$ cat src/shared/fbgc_consts.svh
`ifndef FBGC_CONSTS_SVH
`define FBGC_CONSTS_SVH

// clock period in ns (100 mhz)
`define FBGC_CLK_PERIOD_NS 10
// charge pump settle time after sleep, in us
`define FBGC_PUMP_READY_US 3000
// longest reset low still counted as a fault clear pulse, in ns
`define FBGC_CLEAR_PULSE_MAX_NS 3500
// dead time when the config is at its maximum, in ns
`define FBGC_DEAD_MAX_NS 6000
// bootstrap charge cycle timeout, in ns
`define FBGC_CHARGE_TIMEOUT_NS 20000
// all-ones config code selects the fixed maximum dead time
`define FBGC_DEAD_CFG_MAX 8'hff
// width of the dead-time config word
`define FBGC_DEAD_CFG_W 8
// dead-time counter width
`define FBGC_DEAD_CNT_W 10
// number of phases
`define FBGC_PHASES 2

`endif

$ cat src/shared/fbgc_pkg.sv
package fbgc_pkg;

    // command pair of one phase
    typedef struct packed {
        logic high_cmd; // upper transistor on request
        logic low_cmd;  // lower transistor on request
    } fbgc_cmd_t;

    // gate pair of one phase
    typedef struct packed {
        logic upper_gate; // upper gate enable
        logic lower_gate; // lower gate enable
    } fbgc_gate_t;

    // per-phase drive state
    typedef enum logic [4:0] {
        FBGC_OFF    = 5'h01,
        FBGC_UPPER  = 5'h02,
        FBGC_LOWER  = 5'h04,
        FBGC_DEAD   = 5'h08,
        FBGC_CHARGE = 5'h10
    } fbgc_phase_state_t;

endpackage : fbgc_pkg

$ cat src/fbgc_phase.sv
`timescale 1ns/1ps
`include "fbgc_consts.svh"

module fbgc_phase #(
    parameter int CNT_W = `FBGC_DEAD_CNT_W,
    parameter int CHARGE_CYCLES = `FBGC_CHARGE_TIMEOUT_NS / `FBGC_CLK_PERIOD_NS
) (
    input wire logic clk,                     // system clock
    input wire logic reset_n,                 // async reset, active low
    input wire logic run,                     // drive allowed (awake, pump ready)
    input wire logic force_off,               // supply fault or latched fault
    input wire fbgc_pkg::fbgc_cmd_t cmd,      // synchronised commands
    input wire logic [CNT_W-1:0] dead_cycles, // dead time in cycles, zero disables
    input wire logic boot_ok,                 // bootstrap voltage above limit
    output fbgc_pkg::fbgc_gate_t gate,        // registered gate enables
    output logic charge_timeout               // one-cycle pulse on charge timeout
);

    // wanted drive after lockout: both high resolves to lower
    wire want_lower = cmd.low_cmd;
    wire want_upper = cmd.high_cmd & ~cmd.low_cmd;

    fbgc_pkg::fbgc_phase_state_t state;
    fbgc_pkg::fbgc_phase_state_t next_state;
    logic [CNT_W-1:0] dead_cnt;       // cycles left since last turn-off
    logic [CNT_W-1:0] next_dead_cnt;
    logic [31:0] charge_cnt;          // charge cycle length so far
    logic [31:0] next_charge_cnt;
    logic last_upper;                 // side that was on before dead interval
    logic next_last_upper;

    // dead interval still open after a turn-off
    wire dead_open = (dead_cnt != '0);
    wire charge_done = (charge_cnt >= CHARGE_CYCLES - 1);

    // drive state machine
    always_comb
    begin
        next_state = state;
        next_dead_cnt = dead_open ? dead_cnt - 1'b1 : dead_cnt;
        next_charge_cnt = '0;
        next_last_upper = last_upper;
        charge_timeout = 1'b0;
        if (!run || force_off)
        begin
            next_state = fbgc_pkg::FBGC_OFF;
            next_dead_cnt = '0;
        end
        else
        begin
            case (state)
                fbgc_pkg::FBGC_OFF, fbgc_pkg::FBGC_DEAD:
                begin
                    // only the complementary turn-on waits out the interval
                    if (want_lower && !(dead_open && last_upper))
                        next_state = fbgc_pkg::FBGC_LOWER;
                    else if (want_upper && boot_ok && !(dead_open && !last_upper))
                        next_state = fbgc_pkg::FBGC_UPPER;
                    // charging turns the lower side on, so it waits out an upper turn-off
                    else if (want_upper && !boot_ok && !(dead_open && last_upper))
                        next_state = fbgc_pkg::FBGC_CHARGE;
                    else if (want_lower || want_upper)
                        next_state = fbgc_pkg::FBGC_DEAD;
                    else
                        next_state = fbgc_pkg::FBGC_OFF;
                end
                fbgc_pkg::FBGC_UPPER:
                begin
                    if (!want_upper)
                    begin
                        next_state = fbgc_pkg::FBGC_OFF;
                        next_dead_cnt = dead_cycles;
                        next_last_upper = 1'b1;
                    end
                    else if (!boot_ok)
                    begin
                        // bootstrap sagged while on: recharge via lower side
                        next_state = fbgc_pkg::FBGC_OFF;
                        next_dead_cnt = dead_cycles;
                        next_last_upper = 1'b1;
                    end
                end
                fbgc_pkg::FBGC_LOWER:
                begin
                    if (!want_lower)
                    begin
                        next_state = fbgc_pkg::FBGC_OFF;
                        next_dead_cnt = dead_cycles;
                        next_last_upper = 1'b0;
                    end
                end
                fbgc_pkg::FBGC_CHARGE:
                begin
                    // lower gate on while the bootstrap charges
                    next_charge_cnt = charge_cnt + 32'h0000_0001;
                    if (!want_upper)
                    begin
                        next_state = fbgc_pkg::FBGC_OFF;
                        next_dead_cnt = dead_cycles;
                        next_last_upper = 1'b0;
                    end
                    else if (boot_ok)
                    begin
                        next_state = fbgc_pkg::FBGC_DEAD;
                        next_dead_cnt = dead_cycles;
                        next_last_upper = 1'b0;
                    end
                    else if (charge_done)
                    begin
                        charge_timeout = 1'b1;
                        next_state = fbgc_pkg::FBGC_OFF;
                    end
                end
                default:
                    next_state = fbgc_pkg::FBGC_OFF;
            endcase
        end
    end

    // state registers
    always_ff @(posedge clk or negedge reset_n)
    begin
        if (!reset_n)
        begin
            state <= fbgc_pkg::FBGC_OFF;
            dead_cnt <= '0;
            charge_cnt <= '0;
            last_upper <= 1'b0;
        end
        else
        begin
            state <= next_state;
            dead_cnt <= next_dead_cnt;
            charge_cnt <= next_charge_cnt;
            last_upper <= next_last_upper;
        end
    end

    // gates from flip-flops; upper and lower never together
    always_ff @(posedge clk or negedge reset_n)
    begin
        if (!reset_n)
            gate <= '0;
        else
        begin
            gate.upper_gate <= (next_state == fbgc_pkg::FBGC_UPPER);
            gate.lower_gate <= (next_state == fbgc_pkg::FBGC_LOWER)
                            || (next_state == fbgc_pkg::FBGC_CHARGE);
        end
    end

endmodule : fbgc_phase

$ cat src/fbgc_top.sv
`timescale 1ns/1ps
`include "fbgc_consts.svh"

// Notes on behaviour
// - each command drives only its own gate, except the high command's charge cycle on the lower gate
// - upper and lower never on together
// - single command turns on only its gate; high with boot low turns on lower first to charge
// - both commands high: lower wins
// - both commands low: both gates off
// - reset low holds all gates off
// - dead time before complementary turn-on
// - dead time from config, maximum fixed
// - long reset low enters sleep
// - sleep clears latched faults and flag
// - gates off until pump ready after sleep
// - short reset pulse clears bootstrap fault
// - per-phase bootstrap plus system monitors
// - single open-drain active-low fault flag
// - charge cycle before upper, timeout latches
// - supply and boot faults kill gates
// - dead time only within interval after off

module fbgc_top #(
    parameter int PUMP_READY_CYCLES = `FBGC_PUMP_READY_US * 1000 / `FBGC_CLK_PERIOD_NS,
    parameter int CHARGE_CYCLES = `FBGC_CHARGE_TIMEOUT_NS / `FBGC_CLK_PERIOD_NS,
    parameter int CNT_W = `FBGC_DEAD_CNT_W
) (
    input wire logic clk,                                  // system clock, 100 mhz
    input wire logic reset_n,                              // async reset and sleep pin, active low
    input wire logic phase_a_high_cmd,                     // phase a upper command
    input wire logic phase_a_low_cmd,                      // phase a lower command
    input wire logic phase_b_high_cmd,                     // phase b upper command
    input wire logic phase_b_low_cmd,                      // phase b lower command
    input wire logic [`FBGC_DEAD_CFG_W-1:0] dead_time_config, // dead time in cycles, ff = max
    input wire logic [`FBGC_PHASES-1:0] boot_ok,           // per-phase bootstrap above limit
    input wire logic gate_supply_ok,                       // gate supply above lockout
    input wire logic logic_supply_ok,                      // logic supply above lockout
    input wire logic over_temp,                            // overtemperature detected
    output logic phase_a_upper_gate,                       // phase a upper gate enable
    output logic phase_a_lower_gate,                       // phase a lower gate enable
    output logic phase_b_upper_gate,                       // phase b upper gate enable
    output logic phase_b_lower_gate,                       // phase b lower gate enable
    output logic fault_flag_n_o,                           // fault flag output level, always 0
    output logic fault_flag_oe,                            // fault flag pull-down enable
    output logic asleep                                    // sleep mode active
);

    localparam int CLEAR_CYCLES = `FBGC_CLEAR_PULSE_MAX_NS / `FBGC_CLK_PERIOD_NS;
    localparam int DEAD_MAX_CYCLES = `FBGC_DEAD_MAX_NS / `FBGC_CLK_PERIOD_NS;
    localparam int IN_W = 4 + `FBGC_PHASES + 3;

    // two-stage synchronisers on every asynchronous input
    logic [IN_W-1:0] sync1;
    logic [IN_W-1:0] sync2;
    logic [`FBGC_DEAD_CFG_W-1:0] cfg1;
    logic [`FBGC_DEAD_CFG_W-1:0] cfg2;
    logic rst1;
    logic rst2;
    wire [IN_W-1:0] raw_in = {phase_b_low_cmd, phase_b_high_cmd, phase_a_low_cmd, phase_a_high_cmd,
                              boot_ok, gate_supply_ok, logic_supply_ok, over_temp};

    // input synchronisers; reset pin also sampled for pulse timing
    always_ff @(posedge clk or negedge reset_n)
    begin
        if (!reset_n)
        begin
            sync1 <= '0;
            sync2 <= '0;
            cfg1 <= '0;
            cfg2 <= '0;
        end
        else
        begin
            sync1 <= raw_in;
            sync2 <= sync1;
            cfg1 <= dead_time_config;
            cfg2 <= cfg1;
        end
    end

    // reset level sampled without reset so pulse length can be timed
    always_ff @(posedge clk)
    begin
        rst1 <= reset_n;
        rst2 <= rst1;
    end

    wire s_over_temp = sync2[0];
    wire s_vdd_ok = sync2[1];
    wire s_gate_supply_ok = sync2[2];
    wire [`FBGC_PHASES-1:0] s_boot_ok = sync2[3 +: `FBGC_PHASES];
    wire [3:0] s_cmd = sync2[IN_W-1 -: 4];

    // dead time: max code gives fixed default, else proportional
    wire dead_is_max = (cfg2 == `FBGC_DEAD_CFG_MAX);
    wire [CNT_W-1:0] dead_cycles = dead_is_max ? CNT_W'(DEAD_MAX_CYCLES)
                                               : CNT_W'(cfg2);

    // low-period counter (runs free of the async reset)
    logic [31:0] low_cnt;
    logic sleep_req;
    always_ff @(posedge clk)
    begin
        if (rst2)
        begin
            low_cnt <= '0;
            sleep_req <= 1'b0;
        end
        else
        begin
            low_cnt <= (low_cnt < CLEAR_CYCLES) ? low_cnt + 32'h0000_0001 : low_cnt;
            sleep_req <= (low_cnt >= CLEAR_CYCLES);
        end
    end

    // sleep and pump start-up
    logic [31:0] pump_cnt;
    wire pump_ready = (pump_cnt == '0);
    always_ff @(posedge clk or negedge reset_n)
    begin
        if (!reset_n)
            pump_cnt <= '0;
        else if (sleep_req)
            // low long enough earlier: leave sleep with pump wait
            pump_cnt <= 32'(PUMP_READY_CYCLES);
        else if (!pump_ready)
            pump_cnt <= pump_cnt - 32'h0000_0001;
    end

    // sleep shown while pin held long or pump settling
    always_comb
    begin
        asleep = (sleep_req && !rst2) || !pump_ready;
    end

    // latched bootstrap fault, cleared by any reset (pulse or sleep)
    logic boot_fault;
    wire [`FBGC_PHASES-1:0] timeout;
    wire set_boot_fault = |timeout;
    always_ff @(posedge clk or negedge reset_n)
    begin
        if (!reset_n)
            boot_fault <= 1'b0;
        else if (!s_vdd_ok)
            boot_fault <= 1'b0; // logic undervoltage clears the latched bootstrap fault
        else if (set_boot_fault)
            boot_fault <= 1'b1;
    end

    // supply and latched faults disable; overtemp only flags
    wire force_off = !s_vdd_ok || !s_gate_supply_ok || boot_fault;
    wire run = pump_ready;
    wire any_fault = force_off || s_over_temp;

    // open-drain flag: pull low while a fault stands
    always_ff @(posedge clk or negedge reset_n)
    begin
        if (!reset_n)
            fault_flag_oe <= 1'b0;
        else
            fault_flag_oe <= any_fault;
    end
    assign fault_flag_n_o = 1'b0;

    fbgc_pkg::fbgc_gate_t gates [`FBGC_PHASES];

    // one drive unit per phase with its own bootstrap monitor
    genvar p;
    generate
        for (p = 0; p < `FBGC_PHASES; p++)
        begin : g_phase
            // high command sits above low in the pair
            wire fbgc_pkg::fbgc_cmd_t pc = {s_cmd[2*p], s_cmd[2*p+1]};
            fbgc_phase #(
                .CNT_W(CNT_W),
                .CHARGE_CYCLES(CHARGE_CYCLES)
            ) u_phase (
                .clk(clk),
                .reset_n(reset_n),
                .run(run),
                .force_off(force_off),
                .cmd(pc),
                .dead_cycles(dead_cycles),
                .boot_ok(s_boot_ok[p]),
                .gate(gates[p]),
                .charge_timeout(timeout[p])
            );
        end
    endgenerate

    // gate pins straight from phase flip-flops
    assign phase_a_upper_gate = gates[0].upper_gate;
    assign phase_a_lower_gate = gates[0].lower_gate;
    assign phase_b_upper_gate = gates[1].upper_gate;
    assign phase_b_lower_gate = gates[1].lower_gate;

endmodule : fbgc_top

$ cat config.mk
export PLATFORM = sky130hd
export DESIGN_NAME = fbgc_top
export DESIGN_NICKNAME = d
export VERILOG_FILES = /design/src/shared/fbgc_pkg.sv /design/src/fbgc_phase.sv /design/src/fbgc_top.sv
export VERILOG_INCLUDE_DIRS = /design/src /design/src/shared
export SDC_FILE = /design/constraint.sdc
export NUM_CORES = 1
export LEC_CHECK = 0
export ABC_CLOCK_PERIOD_IN_PS = 9000
export BUFFER_PORTS_ARGS = -buffer_cell sky130_fd_sc_hd__buf_2
export CORE_MARGIN = 10
export CORE_UTILIZATION = 55
export DETAILED_ROUTE_END_ITERATION = 12
export GPL_ROUTABILITY_DRIVEN = 0
export PLACE_DENSITY = 0.83
export SETUP_SLACK_MARGIN = 0.4
export SLEW_MARGIN = 20
export SYNTH_ARGS = -nofsm -noshare
export SYNTH_HDL_FRONTEND = slang
export SYNTH_HIERARCHICAL = 1
export SYNTH_SLANG_ARGS = --single-unit
$ cat constraint.sdc
create_clock -name clk -period 9 [get_ports clk]
set_input_delay 0.9 -clock clk [delete_from_list [all_inputs] [get_ports clk]]
set_output_delay 0.9 -clock clk [all_outputs]
set_load 0.005 [all_outputs]
==> results by group, run 1 <==
Run status
  • Status: finished clean

Critical path
  • R2R Setup Slk: 4580 ps
  • Crit Path Class: flop to flop
  • Startpoint types: flop
  • WP data arrival: about 4900 ps
  • Register-to-Register Path Depth: 9
  • Worst Path Required: approximately 9400 ps
  • Kind of end point of the critical path: flop
  • CP max FO: 32
  • Worst R2R Start: pump_cnt[0]
  • RR Endpoint: g_phase[1].u_phase/charge_cnt[17]

Finish
  • Synthesis-to-layout area growth: 10.7%
  • # fillers: around 1400
  • Non-filler instance count after layout: ~1200
  • Layout cells sized above 1: about an eighth
  • NumNets Final: 1006
  • Final Util: ~62%
  • Antenna diode count: 0
  • Reg area: about 5000 um^2
  • Area of the multi-input gates: ~4500 um^2

STA
  • Fmax: between 200 and 250 MHz
  • Final hold violation count: 0
  • Final setup fails: 0
  • Worst-Margin Slew: 1070 ps
  • Total negative slack: 0 ps
  • Slew HR: approximately 29%
  • Hold WS: between 300 and 400 ps
  • Unrepaired setup endpoints after global routing: false
  • Skew final: between 15 and 20 ps
  • Min Tclk post-route: between 4000 and 5000 ps
  • Part of the cycle the worst path needs: 49.1%
  • Max Slew Vio Count: 0

Logic synthesis
  • Leading area contributor after synthesis: dfrtp_1
  • Post-synth top area share: between 40% and 50%
  • Sequential share of the synthesized area: 50.8%
  • Number of flops mapped to enable cells by yosys: 0
  • Seq cells post-synth: 203
  • Synth top cells by count: dfrtp_1, nor2_1, xnor2_1
  • Count of cell types in the netlist: around 80
  • Yosys warnings: 6
  • Top-count cell post-synth: dfrtp_1
  • Async S/R FF share, synth: around 83%
  • Synthesized area per cell: between 10 and 15 um^2
  • Top_reg_cell synth: dfrtp_1
  • Cell count after synthesis: ~960
  • Synth area leaders: dfrtp_1, dfxtp_1, nor2_1, xnor2_1, xor2_1
  • Synthesized cell area: slightly below 10000 um^2

Clock tree
  • Deepest clock path buffer count: 3
  • Clock root buffer: clkbuf_16
  • Post-CTS setup buffer count: 0
  • Clk sink count: 203
  • H-Tree Depth: 1
  • Post-CTS Hold Buffers: 0
  • Clk_lat worst skew: 510 ps
  • CTS tree: built
  • PostCTS Resize Cnt: 0
  • Number of CTS-inserted buffers: 23
  • Worst-path clk slew: 60 ps

Global route
  • Largest net degree at the start of global routing: 96
  • First-pass GRT wire length: roughly 34000 um
  • Grt ovf: 0
  • Vias in the first global route: 7109
  • Total GRT Usage: 16.6%
  • Initial antenna violation count: 0

Route
  • WL per Instance: 16.1 um
  • DR iter-0 viols: between 500 and 600
  • DRC: 0
  • Vias per std cell: ~5.8
  • Via count: 7120
  • Pre-antenna DRT Iters: 4
  • Detailed Route WL: between 15000 and 20000 um
  • Antenna Nets Post-Route: 0

Die
  • Overall die width: about 150 um
  • Num ports: 26
  • Die area: 23300 um^2
  • Core area: approximately 17000 um^2
  • Initial Utilization: between 50% and 60%
  • Row cnt: 48
  • Die H: about 150 um

Placed design
  • IO Port Bufs: 24
  • Cells after DPL: between 1000 and 1500
  • DP Wirelength: approximately 13000 um

Power and ir drop
  • Maximum vdd drop: 0.167 mV
  • Leakage: 4.24 nW
  • Total power: around 2 mW
  • Power share of the clock group: a little under half
  • NetSw: roughly 0.46 mW
  • Pwr dens: between 150 and 200 nW/um^2
  • Sequential power share: 48.4%
  • Int Pwr: approximately 1.5 mW
  • Sw Share: a little under a quarter
  • Combinational Power Share: 4.6%

Worst hold path
  • Worst hold endpoint: rst2
  • Hold Crit Depth: 0
  • Worst min path class: flop to flop
  • Min-delay src: rst1

Job
  • Max Cap Viol: 0
==> state kept, by name, indices dropped and copies added (netlist names) <==
| register | count |
|---|---|
| boot_fault | 1 |
| cfg1 | 8 |
| cfg2 | 8 |
| fault_flag_oe | 1 |
| g_phase.u_phase/charge_cnt | 64 |
| g_phase.u_phase/dead_cnt | 20 |
| g_phase.u_phase/gate | 4 |
| g_phase.u_phase/last_upper | 2 |
| g_phase.u_phase/state | 10 |
| low_cnt | 32 |
| pump_cnt | 32 |
| rst1 | 1 |
| rst2 | 1 |
| sleep_req | 1 |
| sync1 | 9 |
| sync2 | 9 |
==> power by group through the flow <==
stage	sequential (mW)	combinational [mW]	clock, mW
6_report	0.969	0.0929	0.941
5_1_grt	0.973	0.108	1.00
4_1_cts	0.968	0.0948	0.962
3_5_place_dp	0.985	0.0938	0
3_3_place_gp	0.983	0.0887	0
2_1_floorplan	0.976	0.0631	0
==> final cells by class <==
| class | instances | area share [%] |
|---|---|---|
| Clock inverter | 12 | 1.25 |
| Inverter | 22 | 0.772 |
| Clock buffer | 30 | 6.00 |
| Sequential cell | 203 | 45.9 |
| Timing Repair Buffer | 29 | 1.53 |
| Multi-Input combinational cell | 700 | 41.9 |
| Tap cell | 225 | 2.63 |
==> layout by cell type, fill, tap and decap left out, drive strengths merged, types with 8 or more instances in the layout <==
master	n
and3	13
nand2	41
ha	8
nand3	33
inv	25
nand2b	13
clkbuf	30
nor2b	42
o31ai	11
nor3	36
buf	29
xor2	34
or4	18
xnor2	45
or3	24
nand4	20
a211oi	16
o21ai	32
nand3b	13
dfxtp	35
a21oi	36
dfrtp	166
nor2	126
nor4	45
==> routing by layer <==
layer  vias to the layer above  share of wire [%]  GRT usage, %
met5                         -                  0             0
met4                         0                2.7          4.90
met3                        39                3.6          2.71
met2                       116                 48          27.3
met1                      3477                 45          22.0
li1                       3488                  -             -
==> per-stage QoR <==
step                cell area (um^2)  setup WS (ps)
detailed placement              9920           4650
global route                   10700           4040
floorplan                       9670           5890
global placement                9920           4820
CTS                            10700           4590
finish                         10700           4580
==> worst max-delay path: stages, from the launching register on <==
cell     delay (ps)
dfrtp_1         390
inv_1           100
ha_1            190
or4b_1          560
or3_4           540
nor3_4          610
nor2b_1         430
nand2_1         710
or4_1           710
o21ai_0          80
==> how the worst max path moves through the flow <==
stage / slack, ps / startpoint / end / cells after the start
final: 4580 / pump_cnt[0] / g_phase[1].u_phase/charge_cnt[17] / 9
after global routing: 4040 / pump_cnt[16] / g_phase[1].u_phase/charge_cnt[17] / 7
after global placement: 4820 / pump_cnt[0] / g_phase[1].u_phase/charge_cnt[17] / 9
after detailed placement: 4650 / pump_cnt[0] / g_phase[1].u_phase/charge_cnt[17] / 9
after CTS: 4590 / pump_cnt[0] / g_phase[1].u_phase/charge_cnt[17] / 9
after floorplan: 5890 / pump_cnt[0] / g_phase[1].u_phase/charge_cnt[17] / 11
==> logic make-up after synthesis <==
| kind of cell | synth area share, % |
|---|---|
| AOI/OAI and AO/OA | 10.2 |
| xor gates and xnor gates | 7.16 |
| adders and majority gates | 1.04 |
| buffers and inverters | 2.90 |
| DFF | 50.8 |
| muxes | 1.28 |
| other | 0.0388 |
| and+or+nand+nor | 26.7 |
No activity file was read; power rests on OpenSTA's default activity.
==> inputs of run 2 (changes only) <==
--- a/config.mk
+++ b/config.mk
@@ -6,13 +6,14 @@
 export SDC_FILE = /design/constraint.sdc
 export NUM_CORES = 1
 export LEC_CHECK = 0
-export ABC_CLOCK_PERIOD_IN_PS = 9000
+export ABC_AREA = 1
+export ABC_CLOCK_PERIOD_IN_PS = 3700
 export BUFFER_PORTS_ARGS = -buffer_cell sky130_fd_sc_hd__buf_2
 export CORE_MARGIN = 10
 export CORE_UTILIZATION = 55
 export DETAILED_ROUTE_END_ITERATION = 12
 export GPL_ROUTABILITY_DRIVEN = 0
-export PLACE_DENSITY = 0.83
+export PLACE_DENSITY = 0.85
 export SETUP_SLACK_MARGIN = 0.4
 export SLEW_MARGIN = 20
 export SYNTH_ARGS = -nofsm -noshare
==> constraint.sdc (replaced) <==
create_clock -name clk -period 3.7 [get_ports clk]
set_input_delay 0.37 -clock clk [delete_from_list [all_inputs] [get_ports clk]]
set_output_delay 0.37 -clock clk [all_outputs]
set_load 0.005 [all_outputs]
==> results by group, run 2 <==
Logic synthesis
  • Synth top cells by count: nand2_1, nor2_1, inv_1 (was dfrtp_1, nor2_1, xnor2_1)
  • Synthesized area per cell: 7.38 um^2 (was 10.0 um^2)
  • Yosys warnings: 6 (unchanged)
  • Synth area leaders: dfrtp_1, nand2_1, nor2_1, dfxtp_1, inv_1 (was dfrtp_1, dfxtp_1, nor2_1, xnor2_1, xor2_1)
  • Async S/R FF share, synth: 82.8% (unchanged)
  • Top_reg_cell synth: dfrtp_1 (unchanged)
  • Cell count after synthesis: 1467 (was 963)
  • Sequential share of the synthesized area: 45.3% (was 50.8%)
  • Synthesized cell area: 10800 um^2 (was 9660 um^2)
  • Count of cell types in the netlist: 48 (was 81)
  • Seq cells post-synth: 203 (unchanged)
  • Leading area contributor after synthesis: dfrtp_1 (unchanged)
  • Number of flops mapped to enable cells by yosys: 0 (unchanged)
  • Top-count cell post-synth: nand2_1 (was dfrtp_1)
  • Post-synth top area share: 38.4% (was 43.0%)

Job
  • Max Cap Viol: 0 (unchanged)

Finish
  • Most common cell after layout, fill and taps aside: nand2_1 (was dfrtp_1)
  • Biggest regs: g_phase.u_phase/charge_cnt (64), low_cnt (32), pump_cnt (32) (unchanged)
  • Largest reg by FF count: g_phase.u_phase/charge_cnt (unchanged)
  • Non-filler instance count after layout: 1800 (was 1221)
  • Layout cells sized above 1: 9.77% (was 12.0%)
  • NumNets Final: 1546 (was 1006)
  • Synthesis-to-layout area growth: 12.8% (was 10.7%)
  • Max reg flops: 64 (unchanged)
  • Commonest cells after routing, fill and taps aside: nand2_1, nor2_1, inv_1, dfrtp_1, nand3_1 (was dfrtp_1, nor2_1, xnor2_1, nor4_1, nor2b_1)
  • Antenna diode count: 0 (unchanged)

STA
  • Slew HR: 40.2% (was 28.6%)
  • Unrepaired setup endpoints after global routing: false (unchanged)
  • Skew final: 12.2 ps (was 17.9 ps)
  • Min Tclk post-route: 2900 ps (was 4420 ps)
  • Final worst slack: 800 ps (was 4580 ps)
  • Hold WS: 334 ps (was 337 ps)
  • Final hold violation count: 0 (unchanged)
  • Worst-Margin Slew: 897 ps (was 1070 ps)
  • Max Slew Vio Count: 0 (unchanged)
  • Part of the cycle the worst path needs: 78.4% (was 49.1%)
  • Final setup fails: 0 (unchanged)
  • Total negative slack: 0 ps (unchanged)
  • Fmax: 345 MHz (was 226 MHz)

Route
  • DRC: 0 (unchanged)
  • Antenna Nets Post-Route: 0 (unchanged)
  • Detailed Route WL: 24900 um (was 19700 um)
  • WL per Instance: 13.8 um (was 16.1 um)
  • Via count: 9708 (was 7120)
  • DR iter-0 viols: 677 (was 526)
  • Pre-antenna DRT Iters: 7 (was 4)
  • Vias per std cell: 5.39 (was 5.83)

Die
  • Overall die width: 160 um (was 153 um)
  • Initial Utilization: 55.8% (was 56.1%)
  • Die area: 25700 um^2 (was 23300 um^2)
  • Row cnt: 51 (was 48)
  • Num ports: 26 (unchanged)
  • Die H: 160 um (was 153 um)
  • Core area: 19400 um^2 (was 17200 um^2)

Clock tree
  • PostCTS Resize Cnt: 0 (unchanged)
  • Clock root buffer: clkbuf_16 (unchanged)
  • H-Tree Depth: 1 (unchanged)
  • Deepest clock path buffer count: 3 (unchanged)
  • Clk_lat worst skew: 510 ps (about the same)
  • CTS tree: built (unchanged)
  • Number of CTS-inserted buffers: 22 (was 23)
  • Clk sink count: 203 (unchanged)
  • Worst-path clk slew: 70 ps (was 60 ps)

Global route
  • Largest net degree at the start of global routing: 98 (was 96)
  • Total GRT Usage: 19.3% (was 16.6%)
  • Initial antenna violation count: 0 (unchanged)
  • First-pass GRT wire length: 43000 um (was 33900 um)
  • Vias in the first global route: 9496 (was 7109)
  • Grt ovf: 0 (unchanged)

Critical path
  • RR Endpoint: g_phase[0].u_phase/charge_cnt[18] (was g_phase[1].u_phase/charge_cnt[17])
  • CP max FO: 14 (was 32)
  • CP max stage delay: 400 ps (was 710 ps)
  • Crit Path Class: flop to flop (unchanged)
  • WP data arrival: 3310 ps (was 4850 ps)
  • Crit path buf inv count: 4 (was 1)
  • Worst Path Required: 4110 ps (was 9430 ps)
  • Worst R2R Start: pump_cnt[0] (unchanged)
  • Kind of end point of the critical path: flop (unchanged)
  • CP delay by family, top: simple AND/OR/NAND/NOR gates (unchanged)
  • Slowest cell on the critical path: dfrtp_1 (was nand2_1)
  • Crit-path cells: inv_1, ha_1, nand2_4, nor2_8, nand3_1, nor3_1, buf_4, inv_1, nor2_1, nand2_2, inv_2, o21ai_0, a21oi_1 (was inv_1, ha_1, or4b_1, or3_4, nor3_4, nor2b_1, nand2_1, or4_1, o21ai_0)
  • R2R Setup Slk: 800 ps (was 4580 ps)
  • Stages on worst setup path: 13 (was 9)
  • Most used cell, CP: inv_1
  • Startpoint types: flop (unchanged)
  • Register-to-Register Path Depth: 13 (was 9)

Worst hold path
  • Worst hold endpoint: rst2 (unchanged)
  • Min-delay src: rst1 (unchanged)
  • Hold Crit Depth: 0 (unchanged)
  • Worst min path class: flop to flop (unchanged)

Run status
  • Status: finished clean (unchanged)

Power and ir drop
  • Maximum vdd drop: 0.367 mV (was 0.167 mV)
  • Leakage: 5.65 nW (was 4.24 nW)
  • Pwr dens: 411 nW/um^2 (was 187 nW/um^2)
  • Total power: 5.02 mW (was 2.00 mW)

Placed design
  • DP Wirelength: 17600 um (was 13100 um)
  • Dpl ws: 676 ps (was 4650 ps)
  • IO Port Bufs: 24 (unchanged)
  • Cells after DPL: 1739 (was 1179)
-- run 2: what timing repair did --
item	4_1_cts	5_1_grt
hold buffers	18	0
hold endpoints to repair	30	0
setup buffers	0	3
endpoints found under the setup margin	0	3
-- run 2: worst reg2reg max path: stages, from the launching register on --
cell,delay (ps)
dfrtp_1,400
inv_1,170
ha_1,340
nand2_4,120
nor2_8,170
nand3_1,120
nor3_1,150
buf_4,160
inv_1,40
nor2_1,370
nand2_2,290
inv_2,220
o21ai_0,110
a21oi_1,160
-- run 2: logic make-up after synthesis --
family | share of synthesized area (%)
other cells | 0.0346
fa+ha+maj | 0.925
xor+xnor | 1.86
buf+inv | 7.71
compound gates | 6.52
flops | 45.3
simple gates | 37.6
-- run 2: worst max-delay path by stage --
stage           startpoint                           endpoint
2_1_floorplan  pump_cnt[0]  g_phase[1].u_phase/charge_cnt[13]
3_3_place_gp   pump_cnt[0]  g_phase[1].u_phase/charge_cnt[11]
3_5_place_dp   pump_cnt[0]  g_phase[1].u_phase/charge_cnt[15]
4_1_cts        pump_cnt[0]  g_phase[1].u_phase/charge_cnt[15]
5_1_grt        pump_cnt[0]  g_phase[0].u_phase/charge_cnt[18]
6_report       pump_cnt[0]  g_phase[0].u_phase/charge_cnt[18]
-- run 2: final cells by class --
type                       instances  area, um^2
inverter                         188         708
timing repair buffer              50         367
clock buffer                      29         618
clock inverter                    11         191
sequential                       203        4910
multi-input combinational       1054        5090
fill                            1668        7190
tap                              265         332
-- run 2: layer usage --
metal,up-vias,wire length (um),part of all wire (%),GRT usage (%)
li1,4756,-,-,-
met1,4566,10700,43,24.2
met2,321,12300,49,33.5
met3,65,1310,5.3,2.80
met4,0,617,2.5,6.09
met5,-,0,0,0
-- run 2: stage by stage --
step	cell area, um^2	util [%]
3_3_place_gp	11200	57.7
3_5_place_dp	11200	57.7
6_report	12200	63.0
2_1_floorplan	10800	-
5_1_grt	12200	63.0
4_1_cts	12200	62.8
-- run 2: power breakdown --
part	switching [mW]	total [mW]	internal, mW
registers	0.0616	2.34	2.28
clock network	0.898	2.43	1.53
logic	0.157	0.253	0.0963
==> inputs of run 3 (changes only) <==
--- a/config.mk
+++ b/config.mk
@@ -7,13 +7,13 @@
 export NUM_CORES = 1
 export LEC_CHECK = 0
 export ABC_AREA = 1
-export ABC_CLOCK_PERIOD_IN_PS = 3700
+export ABC_CLOCK_PERIOD_IN_PS = 2800
 export BUFFER_PORTS_ARGS = -buffer_cell sky130_fd_sc_hd__buf_2
 export CORE_MARGIN = 10
 export CORE_UTILIZATION = 55
 export DETAILED_ROUTE_END_ITERATION = 12
 export GPL_ROUTABILITY_DRIVEN = 0
-export PLACE_DENSITY = 0.85
+export PLACE_DENSITY = 0.82
 export SETUP_SLACK_MARGIN = 0.4
 export SLEW_MARGIN = 20
 export SYNTH_ARGS = -nofsm -noshare
==> constraint.sdc (replaced) <==
create_clock -name clk -period 2.8 [get_ports clk]
set_input_delay 0.28 -clock clk [delete_from_list [all_inputs] [get_ports clk]]
set_output_delay 0.28 -clock clk [all_outputs]
set_load 0.005 [all_outputs]
==> results by group, run 3 (synthesis results as in run 2) <==
Global route
  • Total GRT Usage: 19.2% (was 19.3%)
  • Vias in the first global route: 9097 (was 9496)
  • Initial antenna violation count: 0 (unchanged)
  • First-pass GRT wire length: 42600 um (was 43000 um)
  • Grt ovf: 0 (unchanged)
  • Largest net degree at the start of global routing: 79 (was 98)

Finish
  • Largest reg by FF count: g_phase.u_phase/charge_cnt (unchanged)
  • NumNets Final: 1561 (was 1546)
  • Layout cells sized above 1: 11.6% (was 9.77%)
  • Synthesis-to-layout area growth: 14.0% (was 12.8%)
  • Most common cell after layout, fill and taps aside: nand2_1 (unchanged)
  • # fillers: 1661 (was 1668)
  • Commonest cells after routing, fill and taps aside: nand2_1, nor2_1, inv_1, dfrtp_1, nand3_1 (unchanged)
  • Max reg flops: 64 (unchanged)
  • Biggest regs: g_phase.u_phase/charge_cnt (64), low_cnt (32), pump_cnt (32) (unchanged)
  • Antenna diode count: 0 (unchanged)
  • Final Cell Area: 12300 um^2 (was 12200 um^2)

Route
  • Detailed Route WL: 24900 um (about the same)
  • Pre-antenna DRT Iters: 5 (was 7)
  • Vias per std cell: 5.27 (was 5.39)
  • DRC: 0 (unchanged)
  • Antenna Nets Post-Route: 0 (unchanged)
  • WL per Instance: 13.7 um (was 13.8 um)
  • Via count: 9552 (was 9708)
  • DR iter-0 viols: 704 (was 677)

STA
  • Hold WS: 331 ps (was 334 ps)
  • Min Tclk post-route: approximately 2300 ps
  • Part of the cycle the worst path needs: 81.9%
  • Max Slew Vio Count: 0 (unchanged)
  • Final setup fails: 0 (unchanged)
  • Unrepaired setup endpoints after global routing: false (unchanged)
  • Worst-Margin Slew: 720 ps (was 897 ps)
  • Skew final: 32.4 ps (was 12.2 ps)
  • Final worst slack: 508 ps (was 800 ps)
  • Final hold violation count: 0 (unchanged)
  • Fmax: 436 MHz
  • Slew HR: 52.0% (was 40.2%)
  • Total negative slack: 0 ps (unchanged)

Placed design
  • DP Wirelength: 17800 um (was 17600 um)
  • Placed Area: 11300 um^2 (was 11200 um^2)
  • Dpl ws: 55.1 ps (was 676 ps)
  • IO Port Bufs: 24 (unchanged)

Clock tree
  • Number of CTS-inserted buffers: 22 (unchanged)
  • CTS tree: built (unchanged)
  • Clk_lat worst skew: 520 ps (was 510 ps)
  • Deepest clock path buffer count: 3 (unchanged)
  • H-Tree Depth: 1 (unchanged)
  • Clk sink count: 203 (unchanged)
  • Clock root buffer: clkbuf_16 (unchanged)
  • Worst-path clk slew: 60 ps (was 70 ps)

Critical path
  • Kind of end point of the critical path: output port (was flop)
  • RR Endpoint: boot_fault (was g_phase[0].u_phase/charge_cnt[18])
  • Crit Path Class: flop to output port (was flop to flop)
  • WP data arrival: 2010 ps (was 3310 ps)
  • CP max FO: 4 (was 14)
  • R2R Setup Slk: 560 ps (was 800 ps)
  • Register-to-Register Path Depth: 8 (was 13)
  • Startpoint types: flop (unchanged)
  • Worst R2R Start: g_phase[0].u_phase/charge_cnt[0] (was pump_cnt[0])
  • Worst Path Required: 2520 ps (was 4110 ps)

Die
  • Die area: 25700 um^2 (unchanged)
  • Row cnt: 51 (unchanged)
  • Num ports: 26 (unchanged)
  • Core area: 19400 um^2 (unchanged)
  • Die H: 160 um (unchanged)
  • Overall die width: 160 um (unchanged)
  • Initial Utilization: 55.8% (unchanged)

Power and ir drop
  • Pwr dens: 520 nW/um^2 (was 411 nW/um^2)
  • Total power: 6.42 mW (was 5.02 mW)
  • Sw Share: 23.0% (was 22.2%)
  • NetSw: 1.47 mW (was 1.12 mW)
  • Sequential power share: 48.2% (was 46.6%)
  • Maximum vdd drop: 0.485 mV (was 0.367 mV)
  • Int Pwr: 4.95 mW (was 3.90 mW)
  • Leakage: 5.69 nW (was 5.65 nW)
  • Combinational Power Share: 6.1% (was 5.0%)
  • Power share of the clock group: 45.8% (was 48.4%)

Worst hold path
  • Worst min path class: flop to flop (unchanged)
  • Hold Crit Depth: 0 (unchanged)
  • Min-delay src: rst1 (unchanged)
  • Worst hold endpoint: rst2 (unchanged)

Run status
  • Status: finished clean (unchanged)

Job
  • Max Cap Viol: 0 (unchanged)
## run 3: changes by cell type in the layout (fill, tap and decap cells not counted), sizes merged
cell / change
inv: -1
clkinv: +2
buf: +14
bufinv: -2
clkbuf: -1
## run 3: repair_timing
item                       in CTS  in global routing
cloned                          0                  1
hold endpoints to repair       89                  0
resized for setup              10                 18
buffers inserted                2                  7
setup endpoints to repair      66                 61
hold buffers                   18                  0
pin swaps                       4                  6
## run 3: worst max path at each step
| stage | start | end | slack, ps |
|---|---|---|---|
| 6_report | pump_cnt[0] | asleep | 510 |
| 5_1_grt | pump_cnt[20] | asleep | 390 |
| 4_1_cts | pump_cnt[15] | asleep | 400 |
| 3_5_place_dp | pump_cnt[0] | g_phase[1].u_phase/charge_cnt[5] | 60 |
| 3_3_place_gp | pump_cnt[0] | g_phase[1].u_phase/charge_cnt[11] | 180 |
| 2_1_floorplan | pump_cnt[0] | g_phase[1].u_phase/charge_cnt[13] | 480 |
## run 3: worst max-delay path: stages (launching register included)
cell     delay (ps)
dfrtp_1         410
inv_2            90
ha_4            160
nand2_4          80
nor2_8          100
nand3_2         110
nor3_4          140
buf_4           130
o21ai_1         110
buf_2           160
## run 3: cell type report
type | instances | area, um^2 | area share (%)
sequential | 203 | 4910 | 39.8
tap | 265 | 332 | 2.69
clock inverter | 9 | 134 | 1.09
clock buffer | 28 | 593 | 4.81
inverter | 188 | 717 | 5.81
timing repair buffer | 64 | 484 | 3.93
multi-input combinational | 1054 | 5150 | 41.8
timing repair inverter | 1 | 7.51 | 0.0609
## run 3: through the flow
| stage | util [%] | std cells |
|---|---|---|
| 2_1_floorplan | - | 1469 |
| 3_3_place_gp | 58.1 | 1747 |
| 3_5_place_dp | 58.1 | 1747 |
| 4_1_cts | 63.0 | 1804 |
| 5_1_grt | 63.6 | 1812 |
| 6_report | 63.6 | 1812 |
## run 3: power by group through the flow
stage / Sequential (mW) / Clock (mW) / Combinational, mW
6_report: 3.09 / 2.94 / 0.388
2_1_floorplan: 3.12 / 0 / 0.214
3_3_place_gp: 3.14 / 0 / 0.310
4_1_cts: 3.09 / 3.00 / 0.360
3_5_place_dp: 3.14 / 0 / 0.319
5_1_grt: 3.10 / 3.11 / 0.442
## run 3: layer usage
metal	wire, um	part of all wire [%]	GRT usage (%)
met5	0	0	0
met3	1180	4.7	2.31
met2	11900	48	31.9
met4	673	2.7	6.01
met1	11200	45	25.5
